File: config.mk
export PLATFORM = sky130hd
export DESIGN_NAME = low_address_buffer_decode
export DESIGN_NICKNAME = d
export VERILOG_FILES = /design/src/core/lab_pkg.sv /design/src/core/low_address_buffer_decode.sv /design/src/core/refresh_row_counter.sv /design/src/core/chip_select_decode.sv
export SDC_FILE = /design/constraint.sdc
export NUM_CORES = 1
export LEC_CHECK = 0
export BUFFER_PORTS_ARGS = -buffer_cell sky130_fd_sc_hd__buf_2
export CAP_MARGIN = 40
export CORE_MARGIN = 2
export CORE_UTILIZATION = 47
export CTS_BUF_LIST = sky130_fd_sc_hd__clkbuf_2 sky130_fd_sc_hd__clkbuf_4 sky130_fd_sc_hd__clkbuf_8
export CTS_CLUSTER_DIAMETER = 40
export CTS_CLUSTER_SIZE = 20
export DETAILED_ROUTE_END_ITERATION = 8
export GPL_TIMING_DRIVEN = 0
export PLACE_DENSITY = 0.79
export SETUP_SLACK_MARGIN = 0.15
export SYNTH_ARGS = -nofsm -noshare
export SYNTH_HDL_FRONTEND = slang
export SYNTH_SLANG_ARGS = --single-unit
File: constraint.sdc
create_clock -name mclk -period 2.55 [get_ports mclk]
set_input_delay 0.255 -clock mclk [delete_from_list [all_inputs] [get_ports mclk]]
set_output_delay 0.255 -clock mclk [all_outputs]
set_load 0.02 [all_outputs]
File: src/core/lab_pkg.sv
// Purpose: Shared constants and types for the low address buffer and decode slice
// Assumes: Address slice is twelve bits wide, bits 11 down to 0
// Notes:   Port addresses are the standard on-board peripheral locations

package lab_pkg;

    // Slice width
    localparam int          ADDR_W            = 12;

    // Peripheral addresses
    localparam logic [11:0] IO_PAIR_ADDR      = 12'h022;  // Pair 022h and 023h
    localparam logic [11:0] KBD_DATA_ADDR     = 12'h060;
    localparam logic [11:0] KBD_CMD_ADDR      = 12'h064;
    localparam logic [11:0] PORT_B_ADDR       = 12'h061;
    localparam logic [11:0] NMI_MASK_ADDR     = 12'h070;
    localparam logic [11:0] COPROC_LO_ADDR    = 12'h0e0;
    localparam logic [11:0] COPROC_HI_ADDR    = 12'h0ff;

    // Field positions inside the slice
    localparam int          RELOC_BITS_HI     = 11;       // Bits dropped on relocation
    localparam int          RELOC_BITS_LO     = 10;
    localparam int          AT_LOCAL_LO       = 2;        // Local bits 11:2 in an AT cycle
    localparam int          AT_MEM_LO         = 4;        // Memory bits 11:4 in an AT cycle

    // Reset values
    localparam logic [11:0] REFRESH_ROW_RESET = 12'h000;
    localparam logic [11:0] ADDR_RESET        = 12'h000;
    localparam logic [11:0] OE_N_OFF          = 12'hfff;  // Every bit released
    localparam logic [11:0] OE_N_ON           = 12'h000;  // Every bit driven

    // Routing modes, Gray coded along the priority order
    typedef enum logic [2:0] {
        MODE_DEFAULT = 3'h0,
        MODE_AT      = 3'h1,
        MODE_REFRESH = 3'h3,
        MODE_MASTER  = 3'h2,
        MODE_HOLD    = 3'h6
    } route_mode_e;

endpackage : lab_pkg

File: src/core/low_address_buffer_decode.sv
// Purpose: Low address slice, bits 11:0, routing local, X, system and memory buses
// Assumes: All inputs synchronous to mclk; bus-control inputs active high
// Notes:   Every bus output and enable is registered, one mclk behind its inputs
//
// Behaviour
// - Bits 0 to 11 of local, X, system and memory address buses are joined through muxes steered by bus controls.
// - With the relocation strap high, a peripheral select is active only while the low I/O space qualifier is active and its address matches.
// - Port pair select covers 022h and 023h, keyboard select 060h and 064h, port B select only 061h.
// - NMI mask select covers 070h and coprocessor select every address 0e0h through 0ffh.
// - A low relocation strap drops the qualifier and bits 11:10 from the select decodes.
// - Hold acknowledge drives X onto system, memory and local; bus master drives system onto X, memory, local.
// - AT cycle drives latched local 11:2 onto system and X 11:2 and memory 11:4, and X 1:0 onto system 1:0.
// - During refresh the refresh row counter is driven onto the system bus.
// - The refresh row counter advances by one per refresh operation.
// - With no control active the local address drives the memory bus.

`timescale 1ns/10ps

module low_address_buffer_decode (
    // Clock, reset, enable
    input  wire logic        mclk,
    input  wire logic        sys_rst,
    input  wire logic        clk_en,
    // Bus control
    input  wire logic        dma_hold_acknowledge,
    input  wire logic        bus_master,
    input  wire logic        refresh,
    input  wire logic        at_cycle_enable,
    input  wire logic        memory_address_latch_strobe,
    // Decode qualification
    input  wire logic        low_io_space_qualifier,
    input  wire logic        relocation_strap,
    // Local CPU address bus
    input  wire logic [11:0] local_addr_in,
    output logic      [11:0] local_addr_out,
    output logic      [11:0] local_addr_oe_n,
    // Peripheral X address bus
    input  wire logic [11:0] peripheral_x_address_bus_in,
    output logic      [11:0] peripheral_x_address_bus_out,
    output logic      [11:0] peripheral_x_address_bus_oe_n,
    // System address bus
    input  wire logic [11:0] system_address_bus_in,
    output logic      [11:0] system_address_bus_out,
    output logic      [11:0] system_address_bus_oe_n,
    // Memory address bus
    output logic      [11:0] memory_address_bus,
    output logic      [11:0] memory_address_bus_oe_n,
    // Peripheral selects, active high
    output logic             io_port_pair_select,
    output logic             keyboard_ctrl_select,
    output logic             port_b_select,
    output logic             nmi_mask_select,
    output logic             math_coproc_select
);

    logic [11:0]          cpu_addr;
    logic [11:0]          refresh_row;
    lab_pkg::route_mode_e mode;

    // Selects decoded combinationally, registered below
    logic dec_pair;
    logic dec_kbd;
    logic dec_pb;
    logic dec_nmi;
    logic dec_cop;

    // Next values for the bus drivers
    logic [11:0] next_local;
    logic [11:0] next_local_oe_n;
    logic [11:0] next_x;
    logic [11:0] next_x_oe_n;
    logic [11:0] next_sys;
    logic [11:0] next_sys_oe_n;
    logic [11:0] next_mem;
    logic [11:0] next_mem_oe_n;

    // CPU address is loaded on each enabled mclk edge while the strobe is high and holds after its
    // trailing edge, so CPU-sourced paths see a steady address for the cycle
    always_ff @(posedge mclk or posedge sys_rst) begin
        if (sys_rst) begin
            cpu_addr <= lab_pkg::ADDR_RESET;
        end else if (clk_en && memory_address_latch_strobe) begin
            cpu_addr <= local_addr_in;
        end
    end

    refresh_row_counter u_refresh_row_counter (
        .mclk    (mclk),
        .sys_rst (sys_rst),
        .clk_en  (clk_en),
        .refresh (refresh),
        .row     (refresh_row)
    );

    assign mode = dma_hold_acknowledge ? lab_pkg::MODE_HOLD    :
                  bus_master           ? lab_pkg::MODE_MASTER  :
                  refresh              ? lab_pkg::MODE_REFRESH :
                  at_cycle_enable      ? lab_pkg::MODE_AT      :
                                         lab_pkg::MODE_DEFAULT;

    // Decode watches whichever address owns the cycle; the X bus during DMA,
    // the system bus under a master, otherwise the latched CPU address
    wire [11:0] decode_addr = (mode == lab_pkg::MODE_HOLD)   ? peripheral_x_address_bus_in :
                              (mode == lab_pkg::MODE_MASTER) ? system_address_bus_in       :
                                                               cpu_addr;

    chip_select_decode u_chip_select_decode (
        .addr                   (decode_addr),
        .low_io_space_qualifier (low_io_space_qualifier),
        .relocation_strap       (relocation_strap),
        .io_port_pair_select    (dec_pair),
        .keyboard_ctrl_select   (dec_kbd),
        .port_b_select          (dec_pb),
        .nmi_mask_select        (dec_nmi),
        .math_coproc_select     (dec_cop)
    );

    // AT-cycle views of the addresses; the low two system bits come from X
    wire [11:0] at_sys_addr = {cpu_addr[11:lab_pkg::AT_LOCAL_LO],
                               peripheral_x_address_bus_in[lab_pkg::AT_LOCAL_LO-1:0]};
    wire [11:0] at_x_oe_n   = {{(12-lab_pkg::AT_LOCAL_LO){1'b0}}, {lab_pkg::AT_LOCAL_LO{1'b1}}};
    wire [11:0] at_mem_oe_n = {{(12-lab_pkg::AT_MEM_LO){1'b0}}, {lab_pkg::AT_MEM_LO{1'b1}}};

    always_comb begin
        next_local      = local_addr_out;
        next_x          = peripheral_x_address_bus_out;
        next_sys        = system_address_bus_out;
        next_mem        = memory_address_bus;
        next_local_oe_n = lab_pkg::OE_N_OFF;
        next_x_oe_n     = lab_pkg::OE_N_OFF;
        next_sys_oe_n   = lab_pkg::OE_N_OFF;
        next_mem_oe_n   = lab_pkg::OE_N_OFF;
        case (mode)
            lab_pkg::MODE_HOLD: begin
                next_sys        = peripheral_x_address_bus_in;
                next_mem        = peripheral_x_address_bus_in;
                next_local      = peripheral_x_address_bus_in;
                next_sys_oe_n   = lab_pkg::OE_N_ON;
                next_mem_oe_n   = lab_pkg::OE_N_ON;
                next_local_oe_n = lab_pkg::OE_N_ON;
            end
            lab_pkg::MODE_MASTER: begin
                next_x          = system_address_bus_in;
                next_mem        = system_address_bus_in;
                next_local      = system_address_bus_in;
                next_x_oe_n     = lab_pkg::OE_N_ON;
                next_mem_oe_n   = lab_pkg::OE_N_ON;
                next_local_oe_n = lab_pkg::OE_N_ON;
            end
            lab_pkg::MODE_REFRESH: begin
                next_sys        = refresh_row;
                next_sys_oe_n   = lab_pkg::OE_N_ON;
            end
            lab_pkg::MODE_AT: begin
                next_sys        = at_sys_addr;
                next_sys_oe_n   = lab_pkg::OE_N_ON;
                next_x          = cpu_addr;
                next_x_oe_n     = at_x_oe_n;
                next_mem        = cpu_addr;
                next_mem_oe_n   = at_mem_oe_n;
            end
            lab_pkg::MODE_DEFAULT: begin
                next_mem        = cpu_addr;
                next_mem_oe_n   = lab_pkg::OE_N_ON;
            end
            default: begin
                next_mem        = cpu_addr;
                next_mem_oe_n   = lab_pkg::OE_N_ON;
            end
        endcase
    end

    // Bus drivers; registering costs a cycle but keeps every output glitch free
    // while the control inputs change together
    always_ff @(posedge mclk or posedge sys_rst) begin
        if (sys_rst) begin
            local_addr_out                <= lab_pkg::ADDR_RESET;
            local_addr_oe_n               <= lab_pkg::OE_N_OFF;
            peripheral_x_address_bus_out  <= lab_pkg::ADDR_RESET;
            peripheral_x_address_bus_oe_n <= lab_pkg::OE_N_OFF;
            system_address_bus_out        <= lab_pkg::ADDR_RESET;
            system_address_bus_oe_n       <= lab_pkg::OE_N_OFF;
            memory_address_bus            <= lab_pkg::ADDR_RESET;
            memory_address_bus_oe_n       <= lab_pkg::OE_N_OFF;
        end else if (clk_en) begin
            local_addr_out                <= next_local;
            local_addr_oe_n               <= next_local_oe_n;
            peripheral_x_address_bus_out  <= next_x;
            peripheral_x_address_bus_oe_n <= next_x_oe_n;
            system_address_bus_out        <= next_sys;
            system_address_bus_oe_n       <= next_sys_oe_n;
            memory_address_bus            <= next_mem;
            memory_address_bus_oe_n       <= next_mem_oe_n;
        end
    end

    // Registered selects; during refresh the bus carries a row, not a port
    always_ff @(posedge mclk or posedge sys_rst) begin
        if (sys_rst) begin
            io_port_pair_select  <= 1'b0;
            keyboard_ctrl_select <= 1'b0;
            port_b_select        <= 1'b0;
            nmi_mask_select      <= 1'b0;
            math_coproc_select   <= 1'b0;
        end else if (clk_en) begin
            io_port_pair_select  <= dec_pair & (mode != lab_pkg::MODE_REFRESH);
            keyboard_ctrl_select <= dec_kbd  & (mode != lab_pkg::MODE_REFRESH);
            port_b_select        <= dec_pb   & (mode != lab_pkg::MODE_REFRESH);
            nmi_mask_select      <= dec_nmi  & (mode != lab_pkg::MODE_REFRESH);
            math_coproc_select   <= dec_cop  & (mode != lab_pkg::MODE_REFRESH);
        end
    end

endmodule : low_address_buffer_decode

File: src/core/refresh_row_counter.sv
// Purpose: Refresh row address counter
// Assumes: Refresh input is synchronous to mclk
// Notes:   Advances once per refresh, at the end of the operation

`timescale 1ns/10ps

module refresh_row_counter (
    // Clock, reset, enable
    input  wire logic        mclk,
    input  wire logic        sys_rst,
    input  wire logic        clk_en,
    // Refresh request level
    input  wire logic        refresh,
    // Current row
    output logic      [11:0] row
);

    logic refresh_prev;
    wire  refresh_done = refresh_prev & ~refresh;

    // Row stays stable for the whole refresh and steps when it ends,
    // so the address on the bus never changes mid-operation
    always_ff @(posedge mclk or posedge sys_rst) begin
        if (sys_rst) begin
            refresh_prev <= 1'b0;
            row          <= lab_pkg::REFRESH_ROW_RESET;
        end else if (clk_en) begin
            refresh_prev <= refresh;
            if (refresh_done) begin
                row <= row + 12'h001;
            end
        end
    end

endmodule : refresh_row_counter

File: src/core/chip_select_decode.sv
// Purpose: Peripheral chip-select decode from the low address slice
// Assumes: Qualifier and strap are active high and active low respectively
// Notes:   Pure combinational; the top registers the results

`timescale 1ns/10ps

module chip_select_decode (
    // Address and qualification
    input  wire logic [11:0] addr,
    input  wire logic        low_io_space_qualifier,
    input  wire logic        relocation_strap,
    // Selects, active high
    output logic             io_port_pair_select,
    output logic             keyboard_ctrl_select,
    output logic             port_b_select,
    output logic             nmi_mask_select,
    output logic             math_coproc_select
);

    // Compare under a care mask; bits cleared in the mask are ignored
    function automatic logic addr_match(input logic [11:0] a, input logic [11:0] ref_addr,
                                        input logic [11:0] care);
        addr_match = ((a ^ ref_addr) & care) == 12'h000;
    endfunction : addr_match

    wire        relocate  = ~relocation_strap;
    wire [11:0] base_care = relocate ? 12'h3ff : 12'hfff;
    wire        qualified = relocate | low_io_space_qualifier;

    wire hit_pair = addr_match(addr, lab_pkg::IO_PAIR_ADDR, base_care & 12'hffe);
    wire hit_kbd  = addr_match(addr, lab_pkg::KBD_DATA_ADDR, base_care) |
                    addr_match(addr, lab_pkg::KBD_CMD_ADDR, base_care);
    wire hit_pb   = addr_match(addr, lab_pkg::PORT_B_ADDR, base_care);
    wire hit_nmi  = addr_match(addr, lab_pkg::NMI_MASK_ADDR, base_care);
    wire hit_cop  = addr_match(addr, lab_pkg::COPROC_LO_ADDR,
                               base_care & ~(lab_pkg::COPROC_HI_ADDR ^ lab_pkg::COPROC_LO_ADDR));

    assign io_port_pair_select  = qualified & hit_pair;
    assign keyboard_ctrl_select = qualified & hit_kbd;
    assign port_b_select        = qualified & hit_pb;
    assign nmi_mask_select      = qualified & hit_nmi;
    assign math_coproc_select   = qualified & hit_cop;

endmodule : chip_select_decode

Word-level counts from Yosys, hierarchy flattened
Index checks and enable logic that the tools add are counted.

storage, ports and cells
  logic and storage cells = 82
  input port bits = 46
  bits in latches = 0
  memory bits (read-only) = 0
  bits in writable memories = 0
  memories = 0
  bits in registers = 126
  output and inout bits = 101

cells by class
  shift-type cells = 0
  equal/unequal tests = 5
  divide/modulo/power cells = 0
  add/sub/neg operators = 1
  bitwise operators = 28
  multiply operators = 0
  $lt $le $gt $ge = 0
  muxes and demuxes = 15
  reductions and logical operators = 17

operators by type and width
  cell                     count
  $pmux W12 S2             4
  $and A12 B12 Y12         6
  $logic_not A12 Y1        6
  $pmux W12 S3             2
  $mux W12                 5
  $add A12 B1 Y12 const B  1
  $not A3 Y3               4
  $and A1 B1 Y1            11
  $reduce_and A2 Y1        5
  $eq A3 B2 Y1 const B     2
  $mux W2                  2
  $not A2 Y2               2
  $reduce_bool A2 Y1       2
  $eq A3 B1 Y1 const B     1
  $eq A3 B3 Y1 const B     1
  $mux W3                  1
  $ne A3 B2 Y1 const B     1
  $not A1 Y1               3
  $reduce_bool A3 Y1       1
  $reduce_or A3 Y1         1
  $or A1 B1 Y1             2
  $reduce_or A2 Y1         1
  $logic_and A1 B1 Y1      1
  $mux W1                  1

Longest topological paths before layout
Gate-level depths: netlist (run 1).

  depth after elaboration = 13
  gate-level depth with buffers = 7

Cells and area by module
Synthesis (run 1) repeated with hierarchy kept, for this count alone.

unflattened totals
  cells, all modules = 395
  area, all modules = 4,722.0 um2

by module, submodules not included
  module                     area an instance (um2)  cells an instance  instances
  low_address_buffer_decode  4,017.6                 329                1
  refresh_row_counter        600.6                   50                 1
  chip_select_decode         103.8                   16                 1

Worst setup path after synthesis (run 1)
No wires, ideal clock.

  path type = input port to flip-flop
  from = input port bus_master
  to = register io_port_pair_select
  stages on the path = 6
  required time = 2.455 ns
  path slack = 0.649 ns
  arrival time = 1.806 ns
  path through = buf_6 mux2_4 o21ai_2 or3b_1 or3b_1 o32ai_2

between the ends
  longest elaborated chain between the ends = 10
  elaborated cells between the ends (all ways) = 12
  classes of those cells = 3 x eq/ne; 4 x mux; 4 x bitwise; 1 x reduce/logical

RTL lines
  item                         RTL line                          text
  start, declared              low_address_buffer_decode.sv:26   input wire logic bus_master,
  $mux W2 (*)                  low_address_buffer_decode.sv:96   bus_master ? lab_pkg::MODE_MASTER :
  $mux W3 (*)                  low_address_buffer_decode.sv:95   assign mode = dma_hold_acknowledge ? lab_pkg::MODE_HOLD :
  $eq A3 B2 Y1                 low_address_buffer_decode.sv:104  (mode == lab_pkg::MODE_MASTER) ? system_address_bus_in :
  $mux W12                     low_address_buffer_decode.sv:104
  $mux W12                     low_address_buffer_decode.sv:103  wire [11:0] decode_addr = (mode == lab_pkg::MODE_HOLD) ? peripheral_x_address_bus_in :
  $not A2 Y2 (no source line)  n/a
  $and A12 B12 Y12             chip_select_decode.sv:23          addr_match = ((a ^ ref_addr) & care) == 12'h000;
  $logic_not A12 Y1            chip_select_decode.sv:23
  $and A1 B1 Y1                chip_select_decode.sv:38          assign io_port_pair_select = qualified & hit_pair;
  $and A1 B1 Y1 (*)            low_address_buffer_decode.sv:206  io_port_pair_select <= dec_pair & (mode != lab_pkg::MODE_REFRESH);
  end signal, assigned         low_address_buffer_decode.sv:206
  end, declared                low_address_buffer_decode.sv:49   output logic io_port_pair_select,

Mark *: on every way between the ends. The rest lies on a longest branch, timed or not.
A chain may end at the register's enable or synchronous reset.

Worst setup path after layout (run 1)
  from = register cpu_addr[7]
  to = register port_b_select

between the ends
  longest elaborated chain between the ends = 6

RTL lines
  item                    RTL line                          text
  start, declared         low_address_buffer_decode.sv:56   logic [11:0] cpu_addr;
  start signal, assigned  low_address_buffer_decode.sv:81   cpu_addr <= lab_pkg::ADDR_RESET;
  start signal, assigned  low_address_buffer_decode.sv:83   cpu_addr <= local_addr_in;
  $mux W12                low_address_buffer_decode.sv:104
  $mux W12                low_address_buffer_decode.sv:103
  $and A12 B12 Y12        chip_select_decode.sv:23
  $logic_not A12 Y1       chip_select_decode.sv:23
  $and A1 B1 Y1           chip_select_decode.sv:40          assign port_b_select = qualified & hit_pb;
  $and A1 B1 Y1           low_address_buffer_decode.sv:208  port_b_select <= dec_pb & (mode != lab_pkg::MODE_REFRESH);
  end signal, assigned    low_address_buffer_decode.sv:208
  end, declared           low_address_buffer_decode.sv:51   output logic port_b_select,

Every way passes these cells.

==> metrics.csv, run 1 <==
stage,metric,value,unit
run_status,status,completed,
timing,Least-Margin Pin Slew,0.7137,ns
clock_network,H-tree Lvls,3,
floorplanning,Starting Density,48.17,%
layout,cell area after layout,0.005296,mm^2
worst_hold_path,type of the tightest min-delay check,in2reg,
clock_network,PostCTS Resize Cnt,0,
clock_network,setup bufs post-CTS,0,
timing,worst hold slack,0.1193,ns
clock_network,clk sinks,84,
pwr,maximum vdd drop,384.5,uV
global_route,total grt overflow,0,
logic_synthesis,average cell area after synthesis,10.45,um^2
clock_network,total CTS buffers,9,
logic_synthesis,Ys Warns,0,
critical_path,Startpoint Class,flop,
global_route,vias in the first global route,3336,
floorplanning,Die ar.,0.009665,mm^2
global_route,first-pass GRT wire length,17.96,mm
critical_path,crit-path max FO,4,
timing,Final TNS setup,0,ns
clock_network,"Clk pin slew, worst setup/hold paths",0.08,ns
flow_run,number of max-cap violations,0,
global_route,gr usage total,24.12,%
critical_path,WP data arrival,2.43,ns
global_route,largest net degree at the start of global routing,41,
floorplanning,Die X,98.31,um
route,Via density,5.378,
pwr,total power,3.639,mW
placement,Place WS,0.4029,ns
layout,"commonest cells after routing, fill and taps aside","buf_2 (148), dfrtp_1 (78), o21ai_0 (49)",
route,DRC Markers,0,
floorplanning,area of the core,0.008678,mm^2
timing,Fin Clk Skew,0.007323,ns
route,DR pass1 iterations,5,
timing,Hold Fails Final Rpt,0,
clock_network,root buffer cell,clkbuf_8,
layout,fin cells,672,
critical_path,endpoint class of the critical path,flop,
critical_path,worst endpoint required time,2.81,ns
layout,# diodes,0,
timing,Setup-failing EPs final,0,
layout,layout net count,606,
critical_path,Setup CP Type,reg2reg,
route,WL/cell,17.15,um
route,antenna-violating nets left,0,
floorplanning,die height,98.31,um
global_route,initial antenna violation count,0,
timing,RSZ-0062 raised after global routing,false,
layout,"Core Util, Final",61.03,%
placement,placed wire-length estimate,9.039,mm
logic_synthesis,Mapped Nets,447,
layout,Area Growth Syn to Fin,26.70,%
logic_synthesis,Synth cell types,38,
clock_network,worst skew pair latency,0.36,ns
placement,Final GP Congestion,0.9032,
placement,Post-DP Area,0.005085,mm^2
clock_network,clock buffer depth,2,
floorplanning,num rows,34,
logic_synthesis,Netlist Area Pre-Place,0.004180,mm^2
logic_synthesis,post-synthesis sequential area ratio,50.46,%
logic_synthesis,cell count after synthesis,400,
pwr,Leak,2.555,nW
timing,Tcrit/Tclk final,84.93,%
route,via count,3614,
timing,Rel. slew slack,52.32,%
clock_network,CTS tree,done,
timing,fmax,0.4617,GHz
timing,crit path time final,2.166,ns
route,DRT iter0 DRCs,326,
layout,"commonest non-fill, non-tap cell in the layout",buf_2,
placement,port bufs,145,
timing,post-route setup slack,0.3842,ns
floorplanning,number of I/O pins,147,
pwr,Cell Pwr Density,687.1,mW/mm^2
layout,layout cell share with drive strength beyond 1,43.79,%
timing,Slew Limit Fails,0,
route,Post-Route WL,11.52,mm
logic_synthesis,Seq cells post-synth,84,
placement,DP Cell Count,655,
[cells in the mapped netlist, drive strengths merged]
cell type  number  area (um^2)
a21oi          15        75.07
dfstp           6        157.7
o32ai           4        42.55
nor4b           1        15.01
nor3b           1        7.510
nor2b           4        25.02
nor2           22        82.58
o21ai          52        264.0
mux2i          20        200.2
dfrtp          78         1952
nand3           2        10.01
ha              1        12.51
o22ai           2        12.51
nand4           6        37.54
clkbuf         14        52.55
nand2b         15        93.84
and4            1        8.760
a21boi          3        22.52
o41ai           1        8.760
and3            1        6.260
nand3b          1        7.510
xnor2           9        78.83
nand2          40        150.1
nand4b          1        8.760
xor2            2        17.52
a222oi         10        100.1
mux2           28        319.1
inv             8        30.03
or3b            2        17.52
o21a            2        15.01
buf            48        349.1
[repair_timing]
action | 4_1_cts | 5_1_grt
endpoints found under the setup margin | 0 | 0
hold buffers | 1 | 0
hold endpoints to repair | 5 | 0
[state kept, by name, summed over array words and instances (netlist names)]
register	flops
memory_address_bus	12
local_addr_oe_n	1
peripheral_x_address_bus_out	12
memory_address_bus_oe_n	2
port_b_select	1
system_address_bus_oe_n	1
peripheral_x_address_bus_oe_n	2
nmi_mask_select	1
local_addr_out	12
io_port_pair_select	1
system_address_bus_out	12
u_refresh_row_counter.refresh_prev	1
keyboard_ctrl_select	1
math_coproc_select	1
cpu_addr	12
u_refresh_row_counter.row	12
[routing by layer]
metal | track usage, % | up-vias | share of wire (%)
met3 | 6.657 | 12 | 9.6
li1 | - | 1674 | -
met4 | 5.058 | 0 | 1.2
met1 | 33.91 | 1736 | 42
met2 | 37.83 | 192 | 47
met5 | 0 | - | 0
[cell type report]
class / count / area, um^2
plain buffers: 62 / 401.6
multi-input cells: 246 / 1639
repair buffers: 148 / 775.7
clock buffers: 11 / 151.4
fillers: 746 / 3382
well taps: 108 / 135.1
inverters: 8 / 33.78
clock inverters: 5 / 50.05
flip-flops and latches: 84 / 2110
[where the power goes]
| part | internal [mW] | total (mW) | switching, mW |
|---|---|---|---|
| registers | 1.53 | 1.70 | 0.176 |
| logic | 0.399 | 0.966 | 0.568 |
| clock network | 0.499 | 0.971 | 0.472 |
| total | 2.42 | 3.64 | 1.21 |
[critical path: stages, from the launching register on]
cell	delay [ns]
dfrtp_1	0.43
mux2_4	0.29
o21ai_2	0.21
or3b_1	0.44
or3b_1	0.44
o32ai_1	0.26
[logic make-up (layout without fill, tap and decap cells)]
| family | count (synthesis) | after routing | share of synthesized area (%) |
|---|---|---|---|
| buffers and inverters | 70 | 234 | 10.33 |
| xor gates and xnor gates | 11 | 11 | 2.305 |
| and+or+nand+nor | 97 | 97 | 11.25 |
| AOI/OAI and AO/OA | 89 | 89 | 12.93 |
| adders and majority gates | 1 | 1 | 0.2993 |
| DFF | 84 | 84 | 50.46 |
| muxes | 48 | 48 | 12.42 |
[final timing paths]
path / start / endpoint / slack (ns) / cells past startpoint
setup / recovery: cpu_addr[7]$_DFFE_PP0P_ / port_b_select$_DFFE_PP0P_ / 0.38 / 5
hold / removal: local_addr_in[8] / cpu_addr[8]$_DFFE_PP0P_ / 0.12 / 2
setup reg to reg: cpu_addr[7]$_DFFE_PP0P_ / port_b_select$_DFFE_PP0P_ / 0.38 / 5
hold reg to reg: system_address_bus_out[0]$_DFFE_PP0P_ / system_address_bus_out[0]$_DFFE_PP0P_ / 0.48 / 2
max in group asynchronous: sys_rst / local_addr_oe_n[10]$_DFFE_PP1P_ / 1.64 / 4
min in group asynchronous: sys_rst / local_addr_out[2]$_DFFE_PP0P_ / 0.37 / 3
No activity file was read; power rests on OpenSTA's default activity.
==> run 2: changes to the inputs <==
Settings changed: CORE_UTILIZATION 47 to 50, PLACE_DENSITY 0.79 to 0.8.
Clock period 2.55 ns to 2.1 ns, I/O delays scaled along.
==> run 2 against run 1 <==
  * Flip-flop and latch count did not move
  * Non-clock buffer count rose by 4
  * Routed wire length rose by 3.1%
  * Combinational power rose by 25%
  * First-iteration DRC count fell by 24%
  * Sequential share of layout area fell by 0.72 points
  * Critical path type unchanged
  * Highest routed layer unchanged
==> metrics.csv, run 2 (synthesized netlist as in run 1, its figures left out) <==
stage,metric,value,unit,change
run_status,status,completed,,
layout,Area Growth Syn to Fin,29.03,%,
pwr,maximum vdd drop,495.8,uV,+29%
route,via count,3718,,+2.9%
timing,RSZ-0062 raised after global routing,true,,
timing,Fin Clk Skew,0.01606,ns,+0.008736 ns
placement,DP Cell Count,652,,-0.46%
critical_path,endpoint class of the critical path,flop,,
timing,fmax,0.5020,GHz,+8.7%
route,WL met2,5.795,mm,+6.8%
critical_path,RR Startpoint,cpu_addr[7]$_DFFE_PP0P_,,
clock_network,total CTS buffers,9,,unchanged
timing,worst hold slack,0.07285,ns,-0.04641 ns
floorplanning,area of the core,0.008175,mm^2,-5.8%
placement,placed wire-length estimate,9.007,mm,-0.36%
global_route,largest net degree at the start of global routing,34,,-17%
critical_path,worst endpoint required time,2.36,ns,-0.45 ns
clock_network,clock buffer depth,2,,unchanged
route,DRT iter0 DRCs,248,,-24%
layout,fin cells,674,,+0.30%
clock_network,CTS tree,done,,
global_route,total grt overflow,0,,unchanged
route,uppermost layer routed,met4,,
floorplanning,die height,95.44,um,-2.9%
flow_run,number of max-cap violations,0,,unchanged
route,DR pass1 iterations,6,,+1
clock_network,clk sinks,84,,unchanged
floorplanning,Die ar.,0.009108,mm^2,-5.8%
floorplanning,number of I/O pins,147,,unchanged
pwr,total power,4.675,mW,+28%
critical_path,setup slack on the worst flop-to-flop path,0.11,ns,-0.28 ns
timing,post-route setup slack,0.1080,ns,-0.2762 ns
placement,Place WS,-0.04472,ns,-0.4476 ns
layout,layout net count,610,,+0.66%
route,WL/cell,17.63,um,+2.8%
clock_network,"Clk pin slew, worst setup/hold paths",0.09,ns,about the same
clock_network,H-tree Lvls,3,,unchanged
clock_network,worst skew pair latency,0.36,ns,about the same
timing,Tcrit/Tclk final,94.86,%,+9.9 points
worst_hold_path,type of the tightest min-delay check,in2reg,,
critical_path,Worst Setup SP,cpu_addr[7]$_DFFE_PP0P_,,
layout,"Core Util, Final",65.98,%,+4.9 points
route,Metal-1 WL,4.847,mm,about the same
global_route,first-pass GRT wire length,18.40,mm,+2.4%
worst_hold_path,hold_sp,local_addr_in[1],,
global_route,gr usage total,27.18,%,+3.1 points
timing,Rel. slew slack,46.23,%,-6.1 points
placement,port bufs,145,,unchanged
global_route,vias in the first global route,3551,,+6.4%
route,Post-Route WL,11.88,mm,+3.1%
clock_network,root buffer cell,clkbuf_8,,
placement,Final GP Congestion,0.8868,,-1.8%
route,Via density,5.516,,+2.6%
timing,Least-Margin Pin Slew,0.7994,ns,+0.08568 ns
layout,layout cell share with drive strength beyond 1,44.89,%,+1.1 points
critical_path,Startpoint Class,flop,,
floorplanning,num rows,33,,-2.9%
timing,Hold Fails Final Rpt,0,,unchanged
route,antenna-violating nets left,0,,unchanged
timing,crit path time final,1.992,ns,-0.1738 ns
pwr,Cell Pwr Density,866.6,mW/mm^2,+26%
layout,"commonest non-fill, non-tap cell in the layout",buf_2,,
floorplanning,Starting Density,51.13,%,+3.0 points
critical_path,WP data arrival,2.26,ns,-0.17 ns
timing,Setup-failing EPs final,0,,unchanged
route,DRC Markers,0,,unchanged
route,met3 routed WL,846,um,-23%
critical_path,Setup CP Type,reg2reg,,
pwr,Leak,2.595,nW,+1.6%
global_route,initial antenna violation count,0,,unchanged
critical_path,crit-path max FO,2,,-2
floorplanning,Die X,95.44,um,-2.9%
timing,Slew Limit Fails,0,,unchanged
layout,"commonest cells after routing, fill and taps aside","buf_2 (148), dfrtp_1 (78), o21ai_0 (48)",,
-- run 2: cell types whose count changed in the layout (fill, tap and decap cells not counted), moves of 2 or more --
| cell | change |
|---|---|
| or3b_1 | -2 |
| clkbuf_8 | -2 |
| or3b_4 | +2 |
| bufinv_16 | +2 |
| clkinv_2 | -3 |
| buf_4 | +4 |
-- run 2: path summary, 6_finish.rpt --
check,to,cells past startpoint
max,io_port_pair_select$_DFFE_PP0P_,5
max reg2reg,io_port_pair_select$_DFFE_PP0P_,5
min in group asynchronous,peripheral_x_address_bus_out[4]$_DFFE_PP0P_,3
min reg2reg,system_address_bus_out[3]$_DFFE_PP0P_,2
max in group asynchronous,memory_address_bus_oe_n[10]$_DFFE_PP1P_,4
min,cpu_addr[1]$_DFFE_PP0P_,2
-- run 2: layout make-up --
cell class / count / area [um^2]
Clock buffer: 10 / 131.4
Multi-Input combinational cell: 246 / 1667
Timing Repair Buffer: 152 / 805.8
Sequential cell: 84 / 2110
Buffer: 62 / 401.6
Clock inverter: 6 / 111.4
Antenna cell: 1 / 2.502
Tap cell: 105 / 131.4
Inverter: 8 / 33.78
Fill cell: 639 / 2781
-- run 2: what timing repair did --
action | 4_1_cts | 5_1_grt
cloned | 0 | 0
buffers inserted | 3 | 1
setup endpoints to repair | 2 | 3
pin swaps | 3 | 0
endpoints found under the hold margin | 22 | 0
hold buffers | 1 | 0
gates resized for setup | 4 | 2
-- run 2: metrics by stage --
stage | instance area, um^2 | setup TNS (ns)
5_1_grt | 5391 | 0
4_1_cts | 5376 | 0
6_report | 5394 | 0
3_3_place_gp | 5041 | 0
3_5_place_dp | 5081 | -0.1306
2_1_floorplan | 4184 | 0
-- run 2: critical path: stages, from the launching register on --
cell and delay (ns):
dfrtp_1 0.41, mux2_4 0.29, o21ai_4 0.17, or3b_4 0.42, or3b_4 0.41, o32ai_2 0.20
-- run 2: routing by layer --
layer | track usage (%) | up-vias
met5 | 0 | -
met3 | 4.901 | 30
met2 | 43.84 | 203
met4 | 11.55 | 0
li1 | - | 1683
met1 | 36.21 | 1802
-- run 2: power by group --
part           internal [mW]  leakage (nW)  switching [mW]
Combinational          0.499          1.46           0.707
Clock                  0.806         0.120           0.592
Sequential              1.85          1.01           0.217
Total                   3.16          2.59            1.52
